### config.mk
export PLATFORM = sky130hd
export DESIGN_NAME = sadc_device_flat
export DESIGN_NICKNAME = d
export VERILOG_FILES = /design/src/design/sadc_pkg.sv /design/src/design/sadc_if.sv /design/src/design/sadc_device.sv /design/src/flat_wrapper.sv
export SDC_FILE = /design/constraint.sdc
export NUM_CORES = 1
export LEC_CHECK = 0
export BUFFER_PORTS_ARGS = -buffer_cell sky130_fd_sc_hd__buf_2
export CELL_PAD_IN_SITES_DETAIL_PLACEMENT = 1
export CELL_PAD_IN_SITES_GLOBAL_PLACEMENT = 1
export CORE_MARGIN = 2
export CORE_UTILIZATION = 43
export DETAILED_ROUTE_END_ITERATION = 12
export PLACE_DENSITY = 0.87
export REMOVE_ABC_BUFFERS = 1
export SYNTH_ARGS = -nofsm -noshare
export SYNTH_HDL_FRONTEND = slang
export SYNTH_SLANG_ARGS = --single-unit
### constraint.sdc
create_clock -name clk -period 3.4 [get_ports clk]
set_input_delay 0.51 -clock clk [delete_from_list [all_inputs] [get_ports clk]]
set_output_delay 0.51 -clock clk [all_outputs]
set_load 0.005 [all_outputs]
### src/design/sadc_pkg.sv
package sadc_pkg;

  // Frame layout: twelve result bits above four trailing pad bits.
  localparam int             RESULT_W     = 12;
  localparam int             FRAME_W      = 16;
  localparam int             CNT_W        = 6;
  localparam int             MUXCNT_W     = 4;
  localparam logic [5:0]     FRAME_BITS   = 6'h10;
  localparam logic [3:0]     PAD_BITS     = 4'h0;
  localparam logic [11:0]    ZERO_CODE    = 12'h000;
  localparam logic [11:0]    FULL_CODE    = 12'hFFF;

  // Cycle timing in serial clocks.
  localparam logic [5:0]     SAMPLE_FIRST = 6'h05;
  localparam logic [5:0]     SAMPLE_CLKS  = 6'h0C;
  localparam logic [5:0]     CONV_CLKS    = 6'h1C;
  localparam logic [5:0]     HOLD_EXTRA   = 6'h01;
  localparam logic [5:0]     HOLD_TOTAL   = FRAME_BITS + CONV_CLKS + HOLD_EXTRA;

  // Multiplexer reset window, counted in serial clocks while chip select is low.
  localparam logic [3:0]     MUX_SHORT_MIN = 4'h4;
  localparam logic [3:0]     MUX_SHORT_MAX = 4'h7;
  localparam logic [3:0]     MUX_SAT       = 4'h8;

  // Serial clock made by the host from the 50 MHz system clock.
  localparam int             CLK_HZ       = 50_000_000;
  localparam int             SCLK_HZ      = 2_500_000;
  localparam int             HALF_CYC_INT = CLK_HZ / (2 * SCLK_HZ);
  localparam logic [3:0]     SCLK_HALF    = 4'(HALF_CYC_INT - 1);

  typedef enum logic [1:0] {SADC_SINGLE, SADC_DUAL, SADC_PSEUDO} sadc_variant_t;
  typedef enum logic [1:0] {SADC_CTRL_CS, SADC_CTRL_FS, SADC_CTRL_BOTH} sadc_ctrl_t;
  typedef enum logic [1:0] {DS_DOWN, DS_ARMED, DS_ACTIVE, DS_CONV} sadc_dev_st_t;
  typedef enum logic [1:0] {HS_IDLE, HS_LEAD, HS_PULSE, HS_FRAME} sadc_host_st_t;

endpackage

### src/design/sadc_if.sv
`timescale 1ns/100ps
interface sadc_if;
  logic sclk;
  logic cs_n;
  logic frame_sync_in;
  logic sdo;
  logic sdo_oe;
  logic sdo_seen;

  // The released line reads low, as with a weak pull-down on the board.
  assign sdo_seen = sdo_oe & sdo;

  modport dev (input sclk, input cs_n, input frame_sync_in, output sdo, output sdo_oe);
  modport hst (output sclk, output cs_n, output frame_sync_in, input sdo_seen);
endinterface

### src/design/sadc_device.sv
`timescale 1ns/100ps
module sadc_device (
  input  wire logic                    clk,
  input  wire logic                    rst_n,
  sadc_if.dev                          bus,
  input  wire sadc_pkg::sadc_variant_t variant,
  input  wire logic [11:0]             analog_channel_0,
  input  wire logic [11:0]             analog_channel_1,
  input  wire logic [11:0]             positive_analog_input,
  input  wire logic [11:0]             negative_analog_input,
  output logic                         mux_channel,
  output logic                         powered_up,
  output logic                         sampling,
  output logic                         converting,
  output logic                         conv_done,
  output logic [11:0]                  last_result
);

  // Pin vectors below use bit 0 for the serial clock, bit 1 for select, bit 2 for sync.
  typedef struct packed {
    logic [2:0]             s1;
    logic [2:0]             s2;
    logic [2:0]             s3;
    logic [2:0]             flt;
    sadc_pkg::sadc_dev_st_t st;
    sadc_pkg::sadc_ctrl_t   mode;
    logic                   fs_fell;
    logic [5:0]             cnt;
    logic [3:0]             low_cnt;
    logic                   chan;
    logic [15:0]            shreg;
    logic [11:0]            sample;
    logic [11:0]            result;
    logic                   oe;
    logic                   sampling;
    logic                   converting;
    logic                   powered;
    logic                   done;
  } sadc_dev_t;

  sadc_dev_t  r;
  sadc_dev_t  n;
  logic       sclk_fall;
  logic       sclk_rise;
  logic       cs_fall;
  logic       cs_rise;
  logic       fs_rise;
  logic       fs_fall;
  logic       cs_low;
  logic       fs_high;
  logic       fs_used;
  logic       start_ok;
  logic       end_evt;
  logic [5:0] cnt_inc;
  logic [11:0] code;

  ////////////////////////////////////////////////////////////////////////////
  // Input synchronisers and edge detection.
  // A pin change is accepted once stages two and three agree, which rejects single-cycle glitches.
  always_comb
  begin
    n = r;
    n.done = 1'b0;
    n.s1 = {bus.frame_sync_in, bus.cs_n, bus.sclk};
    n.s2 = r.s1;
    n.s3 = r.s2;
    n.flt = (r.s2 & r.s3) | (r.flt & (r.s2 ^ r.s3));
    sclk_fall = r.flt[0] & ~n.flt[0];
    sclk_rise = ~r.flt[0] & n.flt[0];
    cs_fall = r.flt[1] & ~n.flt[1];
    cs_rise = ~r.flt[1] & n.flt[1];
    fs_fall = r.flt[2] & ~n.flt[2];
    fs_rise = ~r.flt[2] & n.flt[2];
    cs_low = ~n.flt[1];
    fs_high = n.flt[2];
    // Only the single-channel variant listens to frame sync.
    fs_used = (variant == sadc_pkg::SADC_SINGLE);
    cnt_inc = r.cnt + 6'h01;
    // A sync pulse while only armed re-arms the start; it aborts once the cycle has begun.
    end_evt = cs_rise | (fs_used & fs_rise & (r.mode != sadc_pkg::SADC_CTRL_CS) & (r.st != sadc_pkg::DS_ARMED));
    if (r.mode == sadc_pkg::SADC_CTRL_CS)
    begin
      start_ok = cs_low;
    end
    else
    begin
      start_ok = (r.fs_fell | fs_fall) & ~fs_high;
    end

    // Sample source: selected channel, or the clipped difference of the pseudo pair.
    case (variant)
      sadc_pkg::SADC_DUAL:
      begin
        code = r.chan ? analog_channel_1 : analog_channel_0;
      end
      sadc_pkg::SADC_PSEUDO:
      begin
        code = (positive_analog_input > negative_analog_input) ?
               (positive_analog_input - negative_analog_input) : sadc_pkg::ZERO_CODE;
      end
      default:
      begin
        code = analog_channel_0;
      end
    endcase

    //////////////////////////////////////////////////////////////////////////
    // Channel multiplexer: count serial clocks while selected, act on release.
    if (cs_fall)
    begin
      n.low_cnt = 4'h0;
    end
    else if (cs_low && sclk_fall && r.low_cnt != sadc_pkg::MUX_SAT)
    begin
      n.low_cnt = r.low_cnt + 4'h1;
    end
    if (cs_rise && variant == sadc_pkg::SADC_DUAL)
    begin
      if (r.low_cnt > sadc_pkg::MUX_SHORT_MAX)
      begin
        n.chan = ~r.chan;
      end
      else if (r.low_cnt >= sadc_pkg::MUX_SHORT_MIN)
      begin
        n.chan = 1'b0;
      end
    end

    //////////////////////////////////////////////////////////////////////////
    // Cycle sequencer.
    case (r.st)
      sadc_pkg::DS_DOWN:
      begin
        // Waking preloads the frame with the last finished result, so sampling here feeds the next frame.
        if (cs_fall || (fs_used && fs_rise && cs_low))
        begin
          n.powered = 1'b1;
          n.oe = 1'b1;
          n.shreg = {r.result, sadc_pkg::PAD_BITS};
          n.fs_fell = 1'b0;
          n.st = sadc_pkg::DS_ARMED;
          if (cs_fall)
          begin
            n.mode = (fs_high || !fs_used) ? sadc_pkg::SADC_CTRL_CS : sadc_pkg::SADC_CTRL_BOTH;
          end
          else
          begin
            n.mode = sadc_pkg::SADC_CTRL_FS;
          end
        end
      end
      sadc_pkg::DS_ARMED:
      begin
        if (fs_fall)
        begin
          n.fs_fell = 1'b1;
        end
        // The start is confirmed by the control levels seen at a falling serial clock edge.
        if (sclk_fall && start_ok)
        begin
          n.cnt = 6'h01;
          n.st = sadc_pkg::DS_ACTIVE;
        end
      end
      sadc_pkg::DS_ACTIVE:
      begin
        // The first bit stays put until the host has read it on the first falling edge.
        if (sclk_rise && r.cnt < sadc_pkg::FRAME_BITS)
        begin
          n.shreg = {r.shreg[14:0], 1'b0};
        end
        if (sclk_fall)
        begin
          n.cnt = cnt_inc;
          if (cnt_inc == sadc_pkg::SAMPLE_FIRST)
          begin
            n.sampling = 1'b1;
          end
          if (cnt_inc == sadc_pkg::SAMPLE_FIRST + sadc_pkg::SAMPLE_CLKS - 6'h01)
          begin
            n.sampling = 1'b0;
            n.sample = code;
            n.oe = 1'b0;
            n.converting = 1'b1;
            n.cnt = 6'h00;
            n.st = sadc_pkg::DS_CONV;
          end
        end
      end
      sadc_pkg::DS_CONV:
      begin
        if (sclk_fall)
        begin
          n.cnt = cnt_inc;
          if (cnt_inc == sadc_pkg::CONV_CLKS)
          begin
            n.result = r.sample;
            n.converting = 1'b0;
            n.powered = 1'b0;
            n.done = 1'b1;
            n.st = sadc_pkg::DS_DOWN;
          end
        end
      end
      default:
      begin
        n.st = sadc_pkg::DS_DOWN;
      end
    endcase

    // Releasing a control line mid-cycle throws the pending sample away; the old result stays.
    if (end_evt && r.st != sadc_pkg::DS_DOWN)
    begin
      n.st = sadc_pkg::DS_DOWN;
      n.sampling = 1'b0;
      n.converting = 1'b0;
      n.powered = 1'b0;
      n.done = 1'b0;
    end
    if (cs_rise || end_evt)
    begin
      n.oe = 1'b0;
    end
  end

  // One register stage holds all device state.
  always_ff @(posedge clk or negedge rst_n)
  begin
    if (!rst_n)
    begin
      r <= '0;
    end
    else
    begin
      r <= n;
    end
  end

  ////////////////////////////////////////////////////////////////////////////
  // Outputs, all straight from state flip-flops.
  assign bus.sdo     = r.shreg[15];
  assign bus.sdo_oe  = r.oe;
  assign mux_channel = r.chan;
  assign powered_up  = r.powered;
  assign sampling    = r.sampling;
  assign converting  = r.converting;
  assign conv_done   = r.done;
  assign last_result = r.result;

endmodule // sadc_device

### src/flat_wrapper.sv
// flat-port wrapper written by rule: the top's interface ports become plain ports
module sadc_device_flat 
  (clk, rst_n, variant, analog_channel_0, analog_channel_1, positive_analog_input, negative_analog_input, mux_channel, powered_up, sampling, converting, conv_done, last_result, bus_sclk, bus_cs_n, bus_frame_sync_in, bus_sdo, bus_sdo_oe);
  sadc_if bus_i ();
  input  wire logic clk;
  input  wire logic rst_n;
  input  wire sadc_pkg::sadc_variant_t variant;
  input  wire logic [11:0] analog_channel_0;
  input  wire logic [11:0] analog_channel_1;
  input  wire logic [11:0] positive_analog_input;
  input  wire logic [11:0] negative_analog_input;
  output logic mux_channel;
  output logic powered_up;
  output logic sampling;
  output logic converting;
  output logic conv_done;
  output logic [11:0] last_result;
  input wire logic [$bits(bus_i.sclk)-1:0] bus_sclk;
  input wire logic [$bits(bus_i.cs_n)-1:0] bus_cs_n;
  input wire logic [$bits(bus_i.frame_sync_in)-1:0] bus_frame_sync_in;
  output wire logic [$bits(bus_i.sdo)-1:0] bus_sdo;
  output wire logic [$bits(bus_i.sdo_oe)-1:0] bus_sdo_oe;
  assign bus_i.sclk = bus_sclk;
  assign bus_i.cs_n = bus_cs_n;
  assign bus_i.frame_sync_in = bus_frame_sync_in;
  assign bus_sdo = bus_i.sdo;
  assign bus_sdo_oe = bus_i.sdo_oe;
  sadc_device u_core (.clk(clk), .rst_n(rst_n), .bus(bus_i), .variant(variant), .analog_channel_0(analog_channel_0), .analog_channel_1(analog_channel_1), .positive_analog_input(positive_analog_input), .negative_analog_input(negative_analog_input), .mux_channel(mux_channel), .powered_up(powered_up), .sampling(sampling), .converting(converting), .conv_done(conv_done), .last_result(last_result));
endmodule
==> impl_metrics.tcl, run 1 <==
set metrics [dict create \
    status "finished, final reports clean" \
    postCtsSetupRepairBufs 0 \
    cp-startpoint "u_core.n[64]$_DFF_PN0_" \
    finalSetupViolCount 0 \
    arrival_ns 3.06 \
    cts_buffer_depth 2 \
    final_cell_mix "buf_2 (73), dfrtp_1 (69), nor2_1 (36), nand2_1 (32)" \
    powerDensity_nw_per_um2 530.6 \
    grt_use_total_pct 22.52 \
    yosysWarnings 0 \
    via_per_inst 5.522 \
    synth_cells 456 \
    cts_repair_resize_count 0 \
    nFillCells 1185 \
    fp-row-count 36 \
    tritoncts "built" \
    min_period_ns 2.843 \
    cp_slowest_stage_delay_ns 0.76 \
    cts-root-buf "clkbuf_8" \
    cp.required_ns 3.61 \
    drv_cap 0 \
    numPortBuffers 73 \
    cts_num_sinks 69 \
    cp_max_fo 17 \
    place_area_um2 4783 \
    power_leakage_nw 2.322 \
    ys_types 58 \
    core_region_area_um2 9819 \
    max_freq_ghz 0.3518 \
    initial_core_util_pct 44.41 \
    critical_path_buf_inv_count 0 \
    regArea_um2 1727 \
    htreeDepth 3 \
    antenna_found_initial 0 \
    clk_latency_ns 0.37 \
    synth_area_leaders "dfrtp_1 (40%), ha_1 (7.7%), mux2i_1 (6.2%), mux2_2 (5.7%), nor2_1 (3.1%)" \
    die_h_um 104.7 \
    ys_ff_latch 69 \
    nets 602 \
    drv_slew 0 \
    routed.top_layer "met4" \
    layout.cells.non_filler 657 \
    drc 0 \
    globalplace.congestion 0.8933 \
    cp_top_family "simple AND/OR/NAND/NOR gates" \
    ys.flop_type "dfrtp_1" \
    tns_ns 0 \
    hpwl_mm 8.915 \
    wl_met1_mm 5.219 \
    layout_commonest_cell "buf_2" \
    design_area_um2 4975 \
    routedWlPerCell_um 17.74 \
    clock_skew_ns 0.008784 \
    syn_area_per_cell_um2 9.562 \
    cp_cell_sequence "ha_1, nor3b_1, o31ai_1, nor2_2, and3_1, mux2i_1, a31oi_1" \
    ir_drop_v 0.0002423 \
    cts_buffers 9 \
    hold_buffers 0 \
    yosysSeqAreaShare_pct 39.60 \
    fin_crit_sh_pct 83.61 \
    firstDrtPassIters 4 \
    initialDrtViolationCount 162 \
    die_area_um2 10960 \
    first_global_vias 3932 \
    syn_to_final_growth_pct 14.09 \
    placedCellCount 641 \
    netlist_area_um2 4360 \
    critPathCaptureType "flip-flop" \
    synthArstFlopShare_pct 100.0 \
    num_io_pins 74 \
    crit_slowest_cell "and3_1" \
    crit_type "reg -> reg" \
    gr-total-overflow 0 \
    antennaDiodeCount 0 \
    path_clk_slew_ns 0.08 \
    drt_wl_total_mm 11.65 \
    detail-route-antenna-nets 0 \
    grt_max_degree 39 \
    yosys.area.top_type_share_pct 39.60 \
    synth_edf_count 0 \
    worstSetupStartpointType "flip-flop" \
    rsz0062_at_grt "no" \
    vias 3628 \
    hold_path_class "in -> async" \
    worst_slew_pin_slew_ns 0.8533 \
    hold_viol 0 \
    layout-drive-gt1-share_pct 26.72 \
    wl_met3_um 398 \
    dr_wl_met2_mm 5.802 \
    multi_input_area_um2 2375 \
    dieWidth_um 104.7 \
    worstReg2RegStart "u_core.n[64]$_DFF_PN0_" \
    maxSlewHeadroom_pct 42.31 \
    synth_top_area_cell "dfrtp_1" \
    grt_pass1_wl_mm 19.69 \
]
## final cells by class
cell class / count / area share (%)
clock inverters: 5 / 1.006
well taps: 133 / 3.345
repair buffers: 80 / 8.400
clock buffers: 11 / 2.842
inverters: 26 / 1.962
multi-input cells: 333 / 47.74
flip-flops and latches: 69 / 34.71
## path summary, 6_finish.rpt
path | to | slack [ns] | cells after the start
worst max register to register | u_core.r[24]$_DFFE_PN0P_ | 0.56 | 7
worst max-delay path | u_core.r[24]$_DFFE_PN0P_ | 0.56 | 7
worst min-delay path | u_core.converting$_DFFE_PN0P_ | 0.16 | 2
worst min register to register | u_core.n[65]$_DFF_PN0_ | 0.36 | 0
max in group asynchronous | u_core.r[66]$_DFF_PN0_ | 2.86 | 2
min in group clk | u_core.n[69]$_DFF_PN0_ | 0.25 | 1
## registers in the layout, summed over array words and instances, names as in the netlist
register / cells
u_core.r: 44
u_core.last_result: 12
u_core.n: 6
u_core.bus.sdo: 1
u_core.bus.sdo_oe: 1
u_core.conv_done: 1
u_core.converting: 1
u_core.mux_channel: 1
u_core.powered_up: 1
u_core.sampling: 1
## routing by layer
metal  vias to the layer above  global-route usage (%)
li1                       1727                       -
met1                      1794                   27.96
met2                        84                   38.75
met3                        23                   4.367
met4                         0                   8.571
met5                         -                       0
## metrics by stage
stage	util [%]	worst slack, ns	total power, W	hold slack [ns]
finish	50.66	0.5573	0.002640	0.1617
global route	50.66	0.3429	0.002798	0.1946
CTS	50.66	0.5807	0.002639	0.1788
detailed placement	48.71	0.6646	0.001964	0.3425
global placement	48.71	0.7673	0.001895	0.3322
floorplan	-	1.030	0.001666	0.2144
## where the power goes
part	total [W]	internal (W)	switching, W
clock network	0.000669	0.000354	0.000315
registers	0.00106	0.000953	0.000108
logic	0.000910	0.000370	0.000539
## synthesized netlist by cell type (4+ instances only)
cell / n
a21o_1: 4
a21oi_1: 26
a31oi_1: 10
buf_4: 14
clkbuf_1: 10
dfrtp_1: 69
ha_1: 27
inv_1: 26
mux2_2: 22
mux2i_1: 27
nand2_1: 32
nand2b_1: 10
nand3_1: 9
nand3b_1: 5
nor2_1: 36
nor2b_1: 7
nor3_1: 12
nor3b_1: 5
o21a_1: 6
o21ai_0: 20
or2_2: 14
xnor2_1: 4
xor2_1: 5
## logic make-up after synthesis
kind of cell / count (synthesis) / share of synthesized area (%)
adder cells (fa/ha/maj): 28 / 8.207
XOR/XNOR: 9 / 1.808
buffers and inverters: 54 / 5.940
AND/OR/NAND/NOR: 151 / 18.25
flip-flops: 69 / 39.60
AO/OA/AOI/OAI: 96 / 14.32
multiplexers: 49 / 11.88
No activity file was read; power rests on OpenSTA's default activity.
==> run 2: changes to the inputs <==
Settings changed: CORE_UTILIZATION 43 to 39, PLACE_DENSITY 0.87 to 0.83.
Clock period 3.4 ns to 2.3 ns, I/O delays scaled along.
==> impl_metrics.tcl, run 2 (synthesized netlist as in run 1, its figures left out) <==
set metrics [dict create \
    status "finished, final reports clean" \
    die_h_um 109.7 \
    layout_commonest_cell "buf_2" \
    core_region_area_um2 10890 \
    clock_skew_ns 0.01313 \
    arrival_ns 2.50 \
    worst_slew_pin_slew_ns 0.6297 \
    power_leakage_nw 2.459 \
    regMostFlops "u_core.r" \
    htreeDepth 3 \
    place_area_um2 4965 \
    drt_wl_total_mm 12.84 \
    tritoncts "built" \
    cp.required_ns 2.54 \
    critical_path_buf_inv_count 0 \
    num_io_pins 74 \
    die_area_um2 12040 \
    grt_use_total_pct 22.61 \
    numPortBuffers 73 \
    cp_max_fo 3 \
    drv_slew 0 \
    antenna_found_initial 0 \
    setup_ws_ns 0.04003 \
    crit_slowest_cell "or4_4" \
    detail-route-antenna-nets 0 \
    grt_max_degree 47 \
    layout-drive-gt1-share_pct 31.19 \
    syn_to_final_growth_pct 20.80 \
    maxSlewHeadroom_pct 58.02 \
    path_clk_slew_ns 0.08 \
    cp_cell_sequence "ha_4, nor3b_2, o31ai_1, or4_4, a221oi_4, o21a_1, o21ai_0" \
    min_period_ns 2.260 \
    powerDensity_nw_per_um2 777.7 \
    hold_path_class "in -> reg" \
    drv_cap 0 \
    dieWidth_um 109.7 \
    firstDrtPassIters 7 \
    globalplace.congestion 0.8228 \
    design_area_um2 5268 \
    fp-row-count 38 \
    gr-total-overflow 0 \
    cp_slowest_stage_delay_ns 0.54 \
    cts-root-buf "clkbuf_8" \
    nFillCells 1251 \
    r2r_setup_slack_ns 0.04 \
    drc 0 \
    initial_core_util_pct 40.05 \
    largest_reg_flops 44 \
    first_global_vias 4088 \
    fin_crit_sh_pct 98.26 \
    routedWlPerCell_um 18.74 \
    cts_num_sinks 69 \
    max_freq_ghz 0.4425 \
    via_per_inst 5.523 \
    grt_pass1_wl_mm 20.67 \
    finalSetupViolCount 0 \
    vias 3783 \
    clk_latency_ns 0.36 \
    pre_cts_slack_ns -0.1564 \
    initialDrtViolationCount 204 \
    final_cell_mix "buf_2 (73), dfrtp_1 (67), nor2_1 (36), nand2_1 (32)" \
    cts_buffers 9 \
    worstSetupStartpointType "flip-flop" \
    antennaDiodeCount 0 \
    hpwl_mm 9.248 \
    crit_type "reg -> reg" \
    nets 623 \
    cp_top_family "simple AND/OR/NAND/NOR gates" \
    hold_viol 0 \
    critPathCaptureType "flip-flop" \
    ir_drop_v 0.0003693 \
    cts_buffer_depth 2 \
]
-- run 2: layout make-up --
cell class | count | area (um2) | area share [%]
inverter | 26 | 97.59 | 1.853
clock inverter | 4 | 47.55 | 0.9026
timing repair buffer | 100 | 608.1 | 11.54
multi-input combinational | 334 | 2465 | 46.79
tap | 140 | 175.2 | 3.325
clock buffer | 12 | 145.1 | 2.755
sequential | 69 | 1729 | 32.83
-- run 2: worst paths after layout --
path / start / end / depth (start not counted)
worst max-delay path: u_core.n[64]$_DFF_PN0_ / u_core.r[59]$_DFFE_PN0P_ / 7
worst min-delay path: bus_cs_n / u_core.n[68]$_DFF_PN0_ / 1
worst max register to register: u_core.n[64]$_DFF_PN0_ / u_core.r[59]$_DFFE_PN0P_ / 7
worst min register to register: u_core.n[69]$_DFF_PN0_ / u_core.n[66]$_DFF_PN0_ / 0
max in group asynchronous: rst_n / u_core.last_result[7]$_DFFE_PN0P_ / 3
min in group asynchronous: rst_n / u_core.n[67]$_DFF_PN0_ / 2
-- run 2: routing by layer --
layer / up-vias / share of wire, % / global-route usage [%]
met2: 100 / 51 / 39.64
met3: 28 / 3.8 / 4.624
met1: 1880 / 42 / 26.91
met4: 0 / 2.6 / 9.313
li1: 1775 / - / -
met5: - / 0 / 0
-- run 2: power by group --
part,internal (W),switching [W],total (W)
combinational,0.000652,0.000880,0.00153
clock,0.000528,0.000475,0.00100
sequential,0.00141,0.000154,0.00156
-- run 2: repair_timing --
action,4_1_cts,5_1_grt
gates cloned,1,0
endpoints found under the setup margin,28,11
pin swaps,2,2
setup buffers,1,0
resized for setup,11,7
hold endpoints to repair,23,0
hold buffers,1,0
-- run 2: stage by stage --
stage / total power [W] / hold slack, ns / instances / util (%) / setup TNS, ns
floorplan: 0.002463 / 0.04941 / 428 / - / -0.7942
global placement: 0.002885 / 0.3342 / 666 / 45.60 / 0
detailed placement: 0.002986 / 0.3425 / 666 / 45.60 / -0.8940
CTS: 0.004078 / 0.07198 / 685 / 48.13 / 0
global route: 0.004342 / 0.07478 / 685 / 48.38 / -0.02857
finish: 0.004097 / 0.08958 / 685 / 48.38 / 0
==> run 3: changes to the inputs <==
Settings changed: GPL_TIMING_DRIVEN set to 0.
==> impl_metrics.tcl, run 3 (synthesized netlist as in run 1, its figures left out) <==
set metrics [dict create \
    status "finished, final reports clean" \
    num_io_pins 74 \
    drt_wl_total_mm 12.54 \
    finalSetupViolCount 0 \
    cts_buffers 9 \
    first_global_vias 3832 \
    arrival_ns 2.56 \
    clk_latency_ns 0.37 \
    min_period_ns 2.298 \
    dr_wl_met2_mm 6.546 \
    globalplace.congestion 0.8626 \
    max_freq_ghz 0.4352 \
    drv_cap 0 \
    vias 3752 \
    cts_buffer_depth 2 \
    place_area_um2 4742 \
    via_per_inst 5.592 \
    layout_commonest_cell "buf_2" \
    worst_slew_pin_slew_ns 0.8689 \
    routedWlPerCell_um 18.68 \
    design_area_um2 5244 \
    clock_skew_ns 0.01484 \
    antenna_found_initial 0 \
    cpMostUsedCell "o21a_1" \
    nets 609 \
    firstDrtPassIters 4 \
    cp_slowest_stage_delay_ns 0.58 \
    grt_max_degree 70 \
    cts_num_sinks 69 \
    regMostFlops "u_core.r" \
    hold_path_class "in -> reg" \
    path_clk_slew_ns 0.08 \
    final_cell_mix "buf_2 (72), dfrtp_1 (68), nor2_1 (35), nand2_1 (32), mux2i_1 (27)" \
    drv_slew 0 \
    ir_drop_v 0.0003406 \
    crit_slowest_cell "or4_4" \
    crit_type "reg -> reg" \
    cp_cell_sequence "nand3_2, o21a_1, or4_4, a221oi_4, o21a_1, o21ai_2" \
    htreeDepth 3 \
    dieWidth_um 109.7 \
    layout.cells.non_filler 671 \
    maxSlewHeadroom_pct 42.07 \
    placedCellCount 641 \
    grt_pass1_wl_mm 18.69 \
    numPortBuffers 73 \
    cp_top_family "compound AO/OA/AOI/OAI gates" \
    detail-route-antenna-nets 0 \
    hold_buffers 0 \
    largest_reg_flops 44 \
    worstSetupStartpointType "flip-flop" \
    hpwl_mm 8.477 \
    fin_crit_sh_pct 99.90 \
    rsz0062_at_grt "yes" \
    power_leakage_nw 2.402 \
    gr-total-overflow 0 \
    powerDensity_nw_per_um2 785.8 \
    syn_to_final_growth_pct 20.26 \
    grt_use_total_pct 20.03 \
    wl_met3_um 489 \
    fp-row-count 38 \
    tritoncts "built" \
    cts-root-buf "clkbuf_8" \
    initialDrtViolationCount 162 \
    die_area_um2 12040 \
    cp_max_fo 7 \
    initial_core_util_pct 40.05 \
    critical_path_buf_inv_count 0 \
    tns_ns 0 \
    antennaDiodeCount 0 \
    routed.top_layer "met4" \
    die_h_um 109.7 \
    hold_viol 0 \
    layout-drive-gt1-share_pct 31.83 \
    wl_met1_mm 5.261 \
    core_region_area_um2 10890 \
    critPathCaptureType "flip-flop" \
    drc 0 \
    cp.required_ns 2.56 \
]
-- run 3: cell count changes in the layout (fill, tap and decap cells not counted), sizes merged --
cell | before | now
clkbuf | 12 | 10
dlygate4sd3 | 1 | 0
buf | 99 | 85
nor2 | 37 | 38
clkinvlp | 1 | 3
-- run 3: path summary, 6_finish.rpt --
check | start | endpoint | slack [ns] | cells past startpoint
max | u_core.r[50]$_DFFE_PN0P_ | u_core.r[60]$_DFFE_PN0P_ | 0.002 | 6
min in group asynchronous | rst_n | u_core.r[53]$_DFFE_PN0P_ | 0.10 | 1
min reg2reg | u_core.n[68]$_DFF_PN0_ | u_core.n[65]$_DFF_PN0_ | 0.35 | 0
max in group asynchronous | rst_n | u_core.r[53]$_DFFE_PN0P_ | 1.62 | 1
max reg2reg | u_core.r[50]$_DFFE_PN0P_ | u_core.r[60]$_DFFE_PN0P_ | 0.002 | 6
min | bus_sclk | u_core.n[67]$_DFF_PN0_ | 0.08 | 1
-- run 3: repair_timing --
item / in CTS / in global routing
endpoints found under the setup margin: 49 / 44
gates cloned: 0 / 2
gates resized for setup: 20 / 17
setup buffers: 5 / 7
pin swaps: 5 / 13
-- run 3: layer usage --
metal / GRT usage, % / up-vias
met1: 24.79 / 1879
li1: - / 1753
met3: 3.260 / 19
met4: 8.047 / 0
met5: 0 / -
met2: 34.70 / 101
-- run 3: cell type report --
cell class | count | area (um2)
flip-flops and latches | 69 | 1728
fillers | 1260 | 5644
inverters | 26 | 97.59
clock inverters | 6 | 62.56
well taps | 140 | 175.2
clock buffers | 10 | 137.6
repair buffers | 85 | 486.7
multi-input cells | 335 | 2556
-- run 3: power breakdown --
| part | switching (W) | total (W) | internal, W |
|---|---|---|---|
| Sequential | 0.000160 | 0.00157 | 0.00141 |
| Clock | 0.000513 | 0.00104 | 0.000526 |
| Combinational | 0.000901 | 0.00151 | 0.000611 |
| Total | 0.00157 | 0.00412 | 0.00255 |
-- run 3: through the flow --
step / utilization [%] / setup WS, ns / total power [W] / hold WS, ns
after global routing: 48.16 / -0.09354 / 0.004356 / 0.06490
after global placement: 43.53 / -0.8198 / 0.002766 / 0.3324
final: 48.16 / 0.002220 / 0.004121 / 0.07835
after detailed placement: 43.55 / -0.9344 / 0.002853 / 0.3365
after floorplan: - / -0.06137 / 0.002463 / 0.04941
after CTS: 46.61 / -0.02031 / 0.003960 / 0.07412
